**src/prs_map.svh**
```systemverilog
// Widths, reset values and timing counts for the reset and interrupt block
`ifndef PRS_MAP_SVH
`define PRS_MAP_SVH

// Clock rate and least global power-on reset hold time
`define PRS_CLK_KHZ      40000
`define PRS_POR_MIN_MS   2
`define PRS_POR_MIN_CYC  (`PRS_POR_MIN_MS * `PRS_CLK_KHZ)
`define PRS_HOLD_W       17

// Widths of the retained and reset-domain fields
`define PRS_CTX_W        8
`define PRS_IRQ_W        4

// Reset values
`define PRS_PM_CTX_RST   8'h00
`define PRS_VEND_RST     8'h00
`define PRS_MASK_RST     4'h0
`define PRS_HOLD_RST     17'h0_0000

`endif

```
**src/prs_pkg.sv**
```systemverilog
// Types shared by the reset and interrupt block
`include "prs_map.svh"

package prs_pkg;

   typedef enum logic [1:0] {
      ST_GLOBAL = 2'b00,
      ST_BUS    = 2'b01,
      ST_RUN    = 2'b10
   } prs_state_t;

   typedef struct packed {
      prs_state_t                st;
      logic [`PRS_HOLD_W-1:0]    hold_cnt;
      logic                      por_short;
      logic                      card_mode;
      logic [`PRS_CTX_W-1:0]     pm_ctx;
      logic [`PRS_CTX_W-1:0]     vend;
      logic [`PRS_IRQ_W-1:0]     mask;
      logic                      int_out;
      logic                      int_oe_n;
      logic                      active;
   } prs_top_t;

   typedef struct packed {
      logic [`PRS_IRQ_W-1:0]     pending;
      logic                      any;
   } prs_irq_t;

endpackage

```
**src/prs_irq_if.sv**
```systemverilog
// Carrier between the reset sequencer and the interrupt collector
`timescale 1ns/10ps
`default_nettype none
`include "prs_map.svh"

interface prs_irq_if;
   logic                   run;
   logic [`PRS_IRQ_W-1:0]  set;
   logic [`PRS_IRQ_W-1:0]  clear;
   logic [`PRS_IRQ_W-1:0]  mask;
   logic [`PRS_IRQ_W-1:0]  pending;
   logic                   any;

   modport gen (input run, input set, input clear, input mask,
                output pending, output any);
   modport ctl (output run, output set, output clear, output mask,
                input pending, input any);
endinterface

`default_nettype wire

```
**src/prs_irq_gen.sv**
```systemverilog
// Sticky interrupt collector with mask gating
`timescale 1ns/10ps
`default_nettype none
`include "prs_map.svh"

module prs_irq_gen
(
   // Clock and reset
   input  wire logic  clock,
   input  wire logic  srst,
   // Link to the sequencer
   prs_irq_if.gen     irq
);

   prs_pkg::prs_irq_t s_r;
   prs_pkg::prs_irq_t s_nxt;

   always_comb
   begin
      s_nxt = s_r;
      if (!irq.run)
      begin
         // Nonfunctional in either reset: nothing pends
         s_nxt.pending = '0;
         s_nxt.any     = 1'b0;
      end
      else
      begin
         // Set beats a clear in the same cycle
         s_nxt.pending = (s_r.pending & ~irq.clear) | irq.set;
         s_nxt.any     = |(s_nxt.pending & irq.mask);
      end
   end

   always_ff @(posedge clock)
   begin
      if (srst)
         s_r <= '0;
      else
         s_r <= s_nxt;
   end

   assign irq.pending = s_r.pending;
   assign irq.any     = s_r.any;

endmodule // prs_irq_gen

`default_nettype wire

```
**src/prs_reset_ctrl.sv**
```systemverilog
// Reset sequencing and host interrupt pin of the bus-attached controller
//
// Behaviour
// - Global reset restores every register to default
// - Global reset: no function, outputs floated
// - Bus reset spares power-management and vendor bits
// - Bus reset: nonfunctional, all outputs floated
// - All bus signals sampled on rising clock
// - Unmasked pending interrupts drive dedicated interrupt output
// - Strap low: interrupt pin acts as card interrupt
`timescale 1ns/10ps
`default_nettype none
`include "prs_map.svh"

module prs_reset_ctrl
#(
   parameter int POR_MIN_CYC = `PRS_POR_MIN_CYC
)
(
   // Clock and local reset
   input  wire logic                   clock,
   input  wire logic                   srst,
   // System reset and strap pins
   input  wire logic                   global_rst_n,
   input  wire logic                   bus_rst_n,
   input  wire logic                   pc_card_mode_strap,
   // Interrupt events from the controller core
   input  wire logic [`PRS_IRQ_W-1:0]  irq_event,
   input  wire logic [`PRS_IRQ_W-1:0]  irq_clear,
   input  wire logic                   mask_wr,
   input  wire logic [`PRS_IRQ_W-1:0]  mask_wdata,
   // Retained context written by power-on software
   input  wire logic                   pm_ctx_wr,
   input  wire logic [`PRS_CTX_W-1:0]  pm_ctx_wdata,
   input  wire logic                   vend_wr,
   input  wire logic [`PRS_CTX_W-1:0]  vend_wdata,
   // Host interrupt pin
   output logic                        host_interrupt_out,
   output logic                        host_interrupt_oe_n,
   // State seen by the core
   output logic                        dev_active,
   output logic                        card_mode,
   output logic                        por_short,
   output logic [`PRS_CTX_W-1:0]       pm_ctx,
   output logic [`PRS_CTX_W-1:0]       vend_bits,
   output logic [`PRS_IRQ_W-1:0]       irq_mask,
   output logic [`PRS_IRQ_W-1:0]       irq_pending
);

   localparam logic [`PRS_HOLD_W-1:0] HOLD_MIN =
      `PRS_HOLD_W'(POR_MIN_CYC);

   prs_pkg::prs_top_t s_r;
   prs_pkg::prs_top_t s_nxt;

   prs_irq_if irq ();

   prs_irq_gen u_irq
   (
      .clock (clock),
      .srst  (srst),
      .irq   (irq.gen)
   );

   // Core runs only outside both resets
   assign irq.run   = s_r.active;
   assign irq.set   = irq_event;
   assign irq.clear = irq_clear;
   assign irq.mask  = s_r.mask;

   always_comb
   begin
      s_nxt = s_r;
      case (s_r.st)
         prs_pkg::ST_GLOBAL:
         begin
            // Full default, retained bits included
            s_nxt.pm_ctx   = `PRS_PM_CTX_RST;
            s_nxt.vend     = `PRS_VEND_RST;
            s_nxt.mask     = `PRS_MASK_RST;
            s_nxt.card_mode = 1'b0;
            s_nxt.por_short = 1'b0;
            s_nxt.int_out  = 1'b1;
            s_nxt.int_oe_n = 1'b1;
            s_nxt.active   = 1'b0;
            if (s_r.hold_cnt != HOLD_MIN)
               s_nxt.hold_cnt = s_r.hold_cnt + `PRS_HOLD_W'(1);
            if (global_rst_n)
            begin
               // Flag a global reset held shorter than the minimum
               s_nxt.por_short = (s_r.hold_cnt != HOLD_MIN);
               // Strap caught at the release, clocked
               s_nxt.card_mode = ~pc_card_mode_strap;
               s_nxt.hold_cnt  = `PRS_HOLD_RST;
               s_nxt.st        = bus_rst_n ? prs_pkg::ST_RUN
                                           : prs_pkg::ST_BUS;
            end
         end
         prs_pkg::ST_BUS:
         begin
            // Reset domain only; retained bits kept, writes refused
            s_nxt.mask     = `PRS_MASK_RST;
            s_nxt.int_out  = 1'b1;
            s_nxt.int_oe_n = 1'b1;
            s_nxt.active   = 1'b0;
            if (bus_rst_n)
               s_nxt.st = prs_pkg::ST_RUN;
         end
         prs_pkg::ST_RUN:
         begin
            s_nxt.active = 1'b1;
            if (mask_wr)
               s_nxt.mask = mask_wdata;
            if (pm_ctx_wr)
               s_nxt.pm_ctx = pm_ctx_wdata;
            if (vend_wr)
               s_nxt.vend = vend_wdata;
            if (s_r.card_mode)
            begin
               // Card interrupt: driven both ways, low when pending
               s_nxt.int_out  = ~irq.any;
               s_nxt.int_oe_n = 1'b0;
            end
            else
            begin
               // Open-drain: pull low only while pending
               s_nxt.int_out  = 1'b0;
               s_nxt.int_oe_n = ~irq.any;
            end
            if (!bus_rst_n)
            begin
               s_nxt.active   = 1'b0;
               s_nxt.int_out  = 1'b1;
               s_nxt.int_oe_n = 1'b1;
               s_nxt.st       = prs_pkg::ST_BUS;
               // Writes in the entry cycle are refused too
               s_nxt.mask     = `PRS_MASK_RST;
               s_nxt.pm_ctx   = s_r.pm_ctx;
               s_nxt.vend     = s_r.vend;
            end
         end
         default:
         begin
            s_nxt.st       = prs_pkg::ST_GLOBAL;
            s_nxt.active   = 1'b0;
            s_nxt.int_out  = 1'b1;
            s_nxt.int_oe_n = 1'b1;
         end
      endcase
      // Global reset overrides the bus reset at any time
      if (!global_rst_n)
      begin
         if (s_r.st != prs_pkg::ST_GLOBAL)
            s_nxt.hold_cnt = `PRS_HOLD_RST;
         s_nxt.st       = prs_pkg::ST_GLOBAL;
         s_nxt.active   = 1'b0;
         // Defaults from the first reset edge, not one later
         s_nxt.pm_ctx    = `PRS_PM_CTX_RST;
         s_nxt.vend      = `PRS_VEND_RST;
         s_nxt.mask      = `PRS_MASK_RST;
         s_nxt.card_mode = 1'b0;
         s_nxt.por_short = 1'b0;
         s_nxt.int_out  = 1'b1;
         s_nxt.int_oe_n = 1'b1;
      end
   end

   // All pins sampled on the rising clock edge
   always_ff @(posedge clock)
   begin
      if (srst)
      begin
         s_r           <= '0;
         s_r.st        <= prs_pkg::ST_GLOBAL;
         s_r.pm_ctx    <= `PRS_PM_CTX_RST;
         s_r.vend      <= `PRS_VEND_RST;
         s_r.mask      <= `PRS_MASK_RST;
         s_r.hold_cnt  <= `PRS_HOLD_RST;
         s_r.int_out   <= 1'b1;
         s_r.int_oe_n  <= 1'b1;
      end
      else
         s_r <= s_nxt;
   end

   assign host_interrupt_out  = s_r.int_out;
   assign host_interrupt_oe_n = s_r.int_oe_n;
   assign dev_active          = s_r.active;
   assign card_mode           = s_r.card_mode;
   assign por_short           = s_r.por_short;
   assign pm_ctx              = s_r.pm_ctx;
   assign vend_bits           = s_r.vend;
   assign irq_mask            = s_r.mask;
   assign irq_pending         = irq.pending;

endmodule // prs_reset_ctrl

`default_nettype wire

```
**config.mk**
```make
export PLATFORM = sky130hd
export DESIGN_NAME = prs_reset_ctrl
export DESIGN_NICKNAME = d
export VERILOG_FILES = /design/src/prs_pkg.sv /design/src/prs_irq_if.sv /design/src/prs_irq_gen.sv /design/src/prs_reset_ctrl.sv
export VERILOG_INCLUDE_DIRS = /design/src
export SDC_FILE = /design/constraint.sdc
export NUM_CORES = 1
export LEC_CHECK = 0
export ABC_AREA = 1
export BUFFER_PORTS_ARGS = -buffer_cell sky130_fd_sc_hd__buf_2
export CORE_MARGIN = 1.5
export CORE_UTILIZATION = 41
export DETAILED_ROUTE_END_ITERATION = 10
export PLACE_DENSITY = 0.74
export SLEW_MARGIN = 5
export SYNTH_ARGS = -nofsm -noshare
export SYNTH_HDL_FRONTEND = slang
export SYNTH_HIERARCHICAL = 1
export SYNTH_SLANG_ARGS = --single-unit
export TNS_END_PERCENT = 100
```
**constraint.sdc**
```tcl
create_clock -name clock -period 1.6 [get_ports clock]
set_input_delay 0.16 -clock clock [delete_from_list [all_inputs] [get_ports clock]]
set_output_delay 0.16 -clock clock [all_outputs]
set_load 0.03 [all_outputs]
```
==> results.ini, run 1 <==
[synth]
ys_top_cells_by_area=dfxtp_1 39%, nand2_1 9.9%, a21oi_1 7.1%, buf_4 5.9%, o21ai_2 5.5%
ys_warn_count=6
syn_nets=376
synth_seq_cells=49
synthCells=338
syn_area_um2=2540
ys_types=31
yosysTopAreaCell=dfxtp_1
synth_seq_area_share=0.386
postSynthAreaPerCell_um2=7.51
yosysTopAreaCellShare=0.386

[final_layout]
finalNetCount=430
post-route-cell-area_um2=2930
antenna_cells=0
final_common_cell=nand2_1
drive_gt1_frac=0.331
area_delta_synth_final_pct=15.3
layout_common_cells=66 x nand2_1, 64 x buf_2, 49 x dfxtp_1, 36 x a21oi_1, 36 x nor2_1

[job]
cap_violations=0

[setup_path]
crit_arrival_ns=1.65
required_ns=1.84
critPathKind=flop to flop
crit_fanout=14
worst_setup_path_start_kind=flop
end_kind=flop

[placement]
place.gp.congestion=0.825
placed_cell_area_um2=2810
dp_hpwl_um=4020
port_buffers=64

[cts]
cts_root_buffer=clkbuf_8
clkTransAtPathRegs_ns=0.09
numCtsBuffers=5
clock_sinks=49
ctsHoldBuffers=0
cts_max_path_buffers=2
cts_tree=built
clk_latency_ns=0.30
htreeDepth=2

[floorplan]
coreArea_um2=5960
die_w_um=81.7
ios=65
die_h_um=81.7
start_util=0.426
row_count=28
die_area_um2=6670

[timing]
rsz0062_at_grt=no
hold_violations=0
worstMarginPinSlew_ns=0.353
post-route-period-util=0.882
relSlewSlack=0.764
setup_viol=0
min_period_ns=1.41
clock_skew_ns=0.00720
fmax_mhz=708
finalSetupTns_ns=0
slew_violations=0

[detailed_routing]
drc=0
drt_iter0_drc=136
drt_pass1_iterations=4
drtAntennaViolNets=0
vias=2225
wl_per_cell_um=11.0
drt-total-wl_um=5130
viasPerCell=4.75

[pwr]
powerDensity_nw_per_um2=827
clkPwrFrac=0.361
internal_power_mw=1.81
leakagePower_nw=1.26
ir_worst_vdd_v=0.000578
p_sw_uw=606
switching_share=0.251
share_comb_of_total_power=0.120
pwr-share-seq=0.519

[grt]
grt_util_all_layers=0.165
grt_antenna_before_repair=0
grt_max_degree=16
grt_pass1_vias=2078
grt_pass1_wl_um=8660
overflow=0

[run_status]
status=complete, no violations

[hold_path]
timing.hold.worst.class=input pin to flop

[path summary, 6_finish.rpt]
path	startpoint	to	slack, ns	cells past startpoint
setup reg to reg	s_r[43]$_SDFFE_PP0P_	vend_bits[3]$_SDFFE_PP0P_	0.19	6
hold reg to reg	u_irq/irq.any$_SDFF_PP0_	host_interrupt_oe_n$_SDFF_PP1_	0.43	1
hold / removal	bus_rst_n	s_r[42]$_SDFFE_PP0P_	0.02	2
setup / recovery	s_r[43]$_SDFFE_PP0P_	vend_bits[3]$_SDFFE_PP0P_	0.19	6
[synth_stat cells]
master and instances:
nor3_2 1, a21oi_1 36, nor2_8 2, ha_1 2, inv_2 4, o21ai_4 1
inv_4 2, dfxtp_1 49, nor2_1 36, a21oi_4 2, nand3b_1 2, inv_8 2
nor3b_1 1, buf_4 20, or2_4 1, nand2_2 1, o21a_1 1, o21ai_1 4
clkinv_1 1, o21ai_0 3, buf_6 2, nor3_1 3, nor2_2 18, nand3_1 23
o21ai_2 16, nor2_4 1, buf_2 1, nand2_1 67, nand4_1 6, inv_1 29
buf_8 1
[sequential cells by signal, summed over array words and instances (netlist names), 4 cells and up]
register           cells
irq_mask               4
s_r                   19
vend_bits              8
u_irq/irq.pending      4
pm_ctx                 8
[stage by stage]
step / util / cells / total power, mW / hold slack, ns / setup slack [ns]
after floorplan: - / 338 / 1.50 / 0.229 / 0.321
after global placement: 0.472 / 460 / 1.57 / 0.333 / 0.214
after detailed placement: 0.472 / 460 / 1.58 / 0.339 / 0.164
after CTS: 0.491 / 468 / 2.46 / 0.00694 / 0.124
after global routing: 0.491 / 468 / 2.53 / 0.00511 / 0.0417
final: 0.491 / 468 / 2.42 / 0.0202 / 0.188
[power by group through the flow]
stage | registers, mW | logic [mW] | clock network (mW)
after CTS | 1.26 | 0.295 | 0.905
after global placement | 1.28 | 0.290 | 0
after floorplan | 1.29 | 0.211 | 0
after global routing | 1.26 | 0.322 | 0.953
final | 1.26 | 0.291 | 0.873
after detailed placement | 1.28 | 0.294 | 0
[worst max-delay path: stages (launching register included)]
cell	delay [ns]
dfxtp_1	0.42
inv_2	0.05
or2_4	0.26
nor2_8	0.18
buf_4	0.23
a21oi_1	0.10
nor2_2	0.12
[timing repair]
item	4_1_cts	5_1_grt
setup buffers	0	0
resized for setup	0	1
setup endpoints to repair	0	3
[logic make-up (layout without fill, tap and decap cells)]
kind of cell | after synthesis | count (layout) | share of synthesized area
simple gates | 162 | 162 | 0.302
compound gates | 63 | 63 | 0.162
buf+inv | 62 | 117 | 0.140
flops | 49 | 49 | 0.386
fa+ha+maj | 2 | 2 | 0.00986
[layer usage]
metal  part of all wire  vias up  GRT usage
li1                   -     1176          -
met1               0.46      986      0.206
met2               0.48       57      0.278
met3              0.050        6     0.0422
met4             0.0094        0     0.0525
met5                  0        -          0
[final cells by class]
type | instances | area (um2)
Clock buffer | 6 | 72.6
Clock inverter | 2 | 38.8
Fill cell | 591 | 3030
Inverter | 38 | 163
Multi-Input combinational cell | 227 | 1200
Sequential cell | 49 | 981
Tap cell | 75 | 93.8
Timing Repair Buffer | 71 | 373
No activity file was read; power rests on OpenSTA's default activity.
==> inputs of run 2 (changes only) <==
Clock period 1.6 ns to 1.68 ns, I/O delays scaled along.
==> results.ini, run 2 (synthesis results as in run 1) <==
[setup_path]
crit_fanout=6  ; was 14
r2r_end=s_r[39]$_SDFF_PP0_  ; was vend_bits[3]$_SDFFE_PP0P_
reg2reg_depth=8  ; was 6
crit_arrival_ns=1.63  ; was 1.65 ns
ff2ff_setup_slack_ns=0.26  ; was 0.19 ns
required_ns=1.89  ; was 1.84 ns
worst_setup_path_start_kind=flop  ; unchanged
end_kind=flop  ; unchanged
worstReg2RegStart=s_r[26]$_SDFF_PP0_  ; was s_r[43]$_SDFFE_PP0P_
critPathKind=flop to flop  ; unchanged

[floorplan]
start_util=0.426  ; unchanged
row_count=28  ; unchanged
ios=65  ; unchanged
die_w_um=81.7  ; unchanged
die_h_um=81.7  ; unchanged
die_area_um2=6670  ; unchanged
coreArea_um2=5960  ; unchanged

[pwr]
ir_worst_vdd_v=0.000529  ; was 0.000578 V
finalPower_mw=2.20  ; was 2.42 mW
internal_power_mw=1.58  ; was 1.81 mW
leakagePower_nw=1.23  ; was 1.26 nW
pwr-share-seq=0.544  ; was 0.519
share_comb_of_total_power=0.124  ; was 0.120
clkPwrFrac=0.332  ; was 0.361
switching_share=0.283  ; was 0.251
powerDensity_nw_per_um2=763  ; was 827 nW/um2
p_sw_uw=622  ; was 606 uW

[hold_path]
hold_end=s_r[42]$_SDFFE_PP0P_  ; unchanged
timing.hold.worst.class=input pin to flop  ; unchanged
min_path_cells=2  ; unchanged
hp-start=bus_rst_n  ; unchanged

[run_status]
status=complete, no violations  ; unchanged

[placement]
port_buffers=64  ; unchanged
dp_hpwl_um=3940  ; was 4020 um
place.gp.congestion=0.848  ; was 0.825

[detailed_routing]
vias=2222  ; was 2225
drc=0  ; unchanged
viasPerCell=4.78  ; was 4.75
drtAntennaViolNets=0  ; unchanged
drt_pass1_iterations=4  ; unchanged
drt_iter0_drc=123  ; was 136
wl_per_cell_um=11.0  ; about the same
drt-total-wl_um=5120  ; was 5130 um

[timing]
clock_skew_ns=0.00742  ; was 0.00720 ns
hold_violations=0  ; unchanged
min_period_ns=1.42  ; was 1.41 ns
worstMarginPinSlew_ns=0.359  ; was 0.353 ns
rsz0062_at_grt=no  ; unchanged
post-route-period-util=0.848  ; was 0.882
setup_viol=0  ; unchanged
relSlewSlack=0.760  ; was 0.764
finalSetupTns_ns=0  ; unchanged
slew_violations=0  ; unchanged
fmax_mhz=702  ; was 708 MHz
whs_ns=0.0225  ; was 0.0202 ns

[grt]
grt_antenna_before_repair=0  ; unchanged
grt_max_degree=18  ; was 16
overflow=0  ; unchanged
grt_util_all_layers=0.171  ; was 0.165
grt_pass1_vias=2055  ; was 2078
grt_pass1_wl_um=8960  ; was 8660 um

[final_layout]
seq_area_um2=981  ; unchanged
antenna_cells=0  ; unchanged
largest_register=s_r  ; unchanged
final_util=0.484  ; was 0.491
num-fill-cells=628  ; was 591
finalNetCount=427  ; was 430
multi_input_area_um2=1200  ; about the same
largest_register_ff_count=19  ; unchanged
layout_common_cells=67 x nand2_1, 64 x buf_2, 49 x dfxtp_1, 36 x a21oi_1, 36 x nor2_1  ; was 66 x nand2_1, 64 x buf_2, 49 x dfxtp_1, 36 x a21oi_1, 36 x nor2_1
final_common_cell=nand2_1  ; unchanged
area_delta_synth_final_pct=13.6  ; was 15.3%
drive_gt1_frac=0.326  ; was 0.331

[cts]
cts_tree=built  ; unchanged
clock_sinks=49  ; unchanged
clkTransAtPathRegs_ns=0.10  ; was 0.09 ns
ctsHoldBuffers=0  ; unchanged
cts_max_path_buffers=2  ; unchanged
numCtsBuffers=5  ; unchanged
cts_resized=0  ; unchanged
postCtsSetupRepairBufs=0  ; unchanged
clk_latency_ns=0.31  ; was 0.30 ns
htreeDepth=2  ; unchanged
cts_root_buffer=clkbuf_8  ; unchanged

[job]
cap_violations=0  ; unchanged

[run 2: changes by cell type in the layout (fill, tap and decap cells not counted), sizes merged]
cell	before	now
buf	71	68
bufinv	1	0
clkbuf	6	5
inv	37	38
clkinvlp	0	1
[run 2: power by group through the flow]
| stage | Clock (mW) | Sequential (mW) | Combinational (mW) |
|---|---|---|---|
| 4_1_cts | 0.750 | 1.20 | 0.277 |
| 3_3_place_gp | 0 | 1.22 | 0.271 |
| 6_report | 0.730 | 1.20 | 0.273 |
| 3_5_place_dp | 0 | 1.22 | 0.276 |
| 2_1_floorplan | 0 | 1.23 | 0.201 |
| 5_1_grt | 0.799 | 1.20 | 0.306 |
[run 2: per-stage QoR]
step	worst slack, ns	area [um2]	instances
final	0.256	2880	465
after global routing	0.0727	2880	465
after floorplan	0.401	2540	338
after detailed placement	0.280	2790	457
after CTS	0.266	2880	465
after global placement	0.286	2790	457
[run 2: layer usage]
layer,track usage,vias to the layer above,wire [um],share of wire
li1,-,1177,-,-
met1,0.213,987,2320,0.45
met2,0.285,53,2420,0.47
met3,0.0489,5,321,0.063
met4,0.0542,0,63,0.012
met5,0,-,0,0
[run 2: area by class of cell]
class,count,share of cell area
timing repair buffer,68,0.121
clock inverter,3,0.00868
multi-input combinational,227,0.417
sequential,49,0.340
clock buffer,5,0.0239
tap,75,0.0325
inverter,38,0.0564
[run 2: worst max-delay path, cell delays in order (launching register included)]
cell	delay (ns)
dfxtp_1	0.44
ha_1	0.21
nand3_1	0.10
nor2_1	0.22
nand3_1	0.11
nand2_1	0.07
nand2_1	0.05
nand3_1	0.06
a21oi_1	0.06
[run 2: how the worst max path moves through the flow]
stage | start | to | slack, ns | depth (start not counted)
CTS | s_r[26]$_SDFF_PP0_ | s_r[39]$_SDFF_PP0_ | 0.27 | 7
global route | s_r[25]$_SDFF_PP0_ | s_r[33]$_SDFF_PP0_ | 0.07 | 9
global placement | s_r[25]$_SDFF_PP0_ | s_r[33]$_SDFF_PP0_ | 0.29 | 8
floorplan | s_r[25]$_SDFF_PP0_ | s_r[33]$_SDFF_PP0_ | 0.40 | 8
detailed placement | s_r[26]$_SDFF_PP0_ | s_r[39]$_SDFF_PP0_ | 0.28 | 8
finish | s_r[26]$_SDFF_PP0_ | s_r[39]$_SDFF_PP0_ | 0.26 | 8
==> inputs of run 3 (changes only) <==
Settings changed: PLACE_DENSITY 0.74 to 0.77.
Clock period 1.68 ns to 1.2 ns, I/O delays scaled along.
==> results.ini, run 3 (synthesis results as in run 1) <==
[run_status]
status=finished, violations left  ; was complete, no violations
violations=hold timing, setup timing

[final_layout]
antenna_cells=0  ; unchanged
multi_input_area_um2=1500  ; was 1200 um2
final_common_cell=buf_2  ; was nand2_1
area_delta_synth_final_pct=38.6  ; was 13.6%
finalNetCount=465  ; was 427
layout_common_cells=64 x buf_2, 57 x nand2_1, 36 x buf_4, 35 x dfxtp_1, 29 x a21oi_1  ; was 67 x nand2_1, 64 x buf_2, 49 x dfxtp_1, 36 x a21oi_1, 36 x nor2_1
seq_area_um2=1010  ; was 981 um2
final_util=0.591  ; was 0.484
post-route-cell-area_um2=3520  ; was 2880 um2
final_cells=503  ; was 465
largest_register=s_r  ; unchanged
largest_register_ff_count=19  ; unchanged
drive_gt1_frac=0.540  ; was 0.326
num-fill-cells=518  ; was 628

[detailed_routing]
vias=2459  ; was 2222
drtAntennaViolNets=0  ; unchanged
drc=0  ; unchanged
drt_iter0_drc=145  ; was 123
drt-total-wl_um=6670  ; was 5120 um
drt_pass1_iterations=4  ; unchanged
wl_per_cell_um=13.3  ; was 11.0 um
viasPerCell=4.89  ; was 4.78

[pwr]
p_sw_uw=878  ; was 622 uW
switching_share=0.263  ; was 0.283
clkPwrFrac=0.356  ; was 0.332
finalPower_mw=3.33  ; was 2.20 mW
pwr-share-seq=0.501  ; was 0.544
share_comb_of_total_power=0.143  ; was 0.124
powerDensity_nw_per_um2=947  ; was 763 nW/um2
ir_worst_vdd_v=0.000638  ; was 0.000529 V
internal_power_mw=2.46  ; was 1.58 mW
leakagePower_nw=1.56  ; was 1.23 nW

[grt]
overflow=0  ; unchanged
grt_max_degree=18  ; unchanged
grt_pass1_vias=2204  ; was 2055
grt_pass1_wl_um=9560  ; was 8960 um
grt_util_all_layers=0.187  ; was 0.171
grt_antenna_before_repair=0  ; unchanged

[timing]
relSlewSlack=0.740  ; was 0.760
setup_ws_ns=-0.138  ; was 0.256 ns
clock_skew_ns=0.00992  ; was 0.00742 ns
hold_violations=1  ; was 0
worstMarginPinSlew_ns=0.390  ; was 0.359 ns
fmax_mhz=747  ; was 702 MHz
rsz0062_at_grt=yes  ; was no
whs_ns=-0.0320  ; was 0.0225 ns
slew_violations=0  ; unchanged
min_period_ns=1.34  ; was 1.42 ns
setup_viol=31  ; was 0
post-route-period-util=1.12  ; was 0.848

[floorplan]
coreArea_um2=5960  ; unchanged
ios=65  ; unchanged
die_h_um=81.7  ; unchanged
row_count=28  ; unchanged
start_util=0.426  ; unchanged
die_w_um=81.7  ; unchanged
die_area_um2=6670  ; unchanged

[setup_path]
cp_cell_sequence=nor2_4, buf_4, a21oi_4, inv_8, o21ai_2, nor2_2  ; was ha_1, nand3_1, nor2_1, nand3_1, nand2_1, nand2_1, nand3_1, a21oi_1
crit_arrival_ns=1.54  ; was 1.63 ns
crit_buf_inv=2  ; was 0
ff2ff_setup_slack_ns=-0.14  ; was 0.26 ns
reg2reg_depth=6  ; was 8
cp_top_family=compound AO/OA/AOI/OAI gates  ; was simple AND/OR/NAND/NOR gates
required_ns=1.40  ; was 1.89 ns
worstReg2RegStart=s_r[43]$_SDFFE_PP0P_  ; was s_r[26]$_SDFF_PP0_
max_stage_delay_ns=0.38  ; was 0.44 ns
crit_slowest_cell=dfxtp_2  ; was dfxtp_1
end_kind=flop  ; unchanged
crit_fanout=9  ; was 6
worst_setup_path_start_kind=flop  ; unchanged
critPathKind=flop to flop  ; unchanged
r2r_end=vend_bits[5]$_SDFFE_PP0P_  ; was s_r[39]$_SDFF_PP0_

[cts]
htreeDepth=2  ; unchanged
numCtsBuffers=5  ; unchanged
clkTransAtPathRegs_ns=0.09  ; was 0.10 ns
clock_sinks=49  ; unchanged
cts_max_path_buffers=2  ; unchanged
cts_root_buffer=clkbuf_8  ; unchanged
clk_latency_ns=0.31  ; about the same
cts_tree=built  ; unchanged

[job]
cap_violations=0  ; unchanged

[placement]
placed_cells=489  ; was 457
dp_hpwl_um=4280  ; was 3940 um
port_buffers=64  ; unchanged
placed_cell_area_um2=3050  ; was 2790 um2
place.gp.congestion=0.862  ; was 0.848

[hold_path]
hold_end=s_r[42]$_SDFFE_PP0P_  ; unchanged
timing.hold.worst.class=input pin to flop  ; unchanged
hp-start=bus_rst_n  ; unchanged
min_path_cells=2  ; unchanged

[run 3: cell count changes in the layout (fill, tap and decap cells not counted), moves of 6 or more]
cell and delta:
nand2_2 +7, nand2_1 -10, a21oi_1 -7, nand3_2 +7, dfxtp_2 +9, a21oi_2 +8, nand3_1 -10, nor2_4 +8
nor2_1 -14, dfxtp_1 -14, nor2_2 +6, buf_4 +32
[run 3: final cells by class]
type                    instances  area share
flip-flops and latches         49       0.287
repair buffers                104       0.181
inverters                      38      0.0483
clock buffers                   6      0.0206
clock inverters                 2      0.0110
well taps                      75      0.0267
multi-input cells             229       0.426
[run 3: power by group through the flow]
stage / clock network, mW / logic [mW] / registers, mW
3_5_place_dp: 0 / 0.430 / 1.71
4_1_cts: 1.22 / 0.438 / 1.67
5_1_grt: 1.30 / 0.517 / 1.67
3_3_place_gp: 0 / 0.422 / 1.71
6_report: 1.19 / 0.477 / 1.67
2_1_floorplan: 0 / 0.282 / 1.72
[run 3: worst max path at each step]
stage | startpoint | to | slack [ns] | cells past startpoint
after floorplan | s_r[43]$_SDFFE_PP0P_ | pm_ctx[0]$_SDFFE_PP0P_ | -0.01 | 6
after global placement | s_r[26]$_SDFF_PP0_ | s_r[39]$_SDFF_PP0_ | -0.09 | 8
after detailed placement | s_r[27]$_SDFF_PP0_ | s_r[38]$_SDFF_PP0_ | -0.13 | 7
after CTS | s_r[43]$_SDFFE_PP0P_ | vend_bits[2]$_SDFFE_PP0P_ | -0.11 | 7
after global routing | s_r[26]$_SDFF_PP0_ | s_r[38]$_SDFF_PP0_ | -0.21 | 7
final | s_r[43]$_SDFFE_PP0P_ | vend_bits[5]$_SDFFE_PP0P_ | -0.14 | 6
[run 3: per-layer routing]
metal  routed length (um)  up-vias  share of wire  track usage
met5                    0        -              0            0
met4                  142        0          0.021       0.0712
met3                  338       14          0.051       0.0511
met2                 3420       73           0.51        0.311
met1                 2770     1113           0.42        0.229
li1                     -     1259              -            -
[run 3: timing repair]
item / CTS / global route
pin swaps: 11 / 17
cloned: 1 / 1
resized for setup: 40 / 55
endpoints found under the setup margin: 34 / 40
buffers inserted: 1 / 3
endpoints found under the hold margin: 1 / 1
[run 3: stage by stage]
stage	setup TNS [ns]	hold slack [ns]	worst slack, ns
5_1_grt	-4.90	-0.0351	-0.208
4_1_cts	-1.95	-0.0413	-0.106
6_report	-2.50	-0.0320	-0.138
3_3_place_gp	-1.29	0.290	-0.0924
3_5_place_dp	-2.35	0.291	-0.131
2_1_floorplan	-0.163	0.185	-0.0104
[run 3: worst reg2reg max path: stages (launching register included)]
cell and delay (ns):
dfxtp_2 0.38, nor2_4 0.06, buf_4 0.18, a21oi_4 0.34, inv_8 0.09, o21ai_2 0.14
nor2_2 0.04
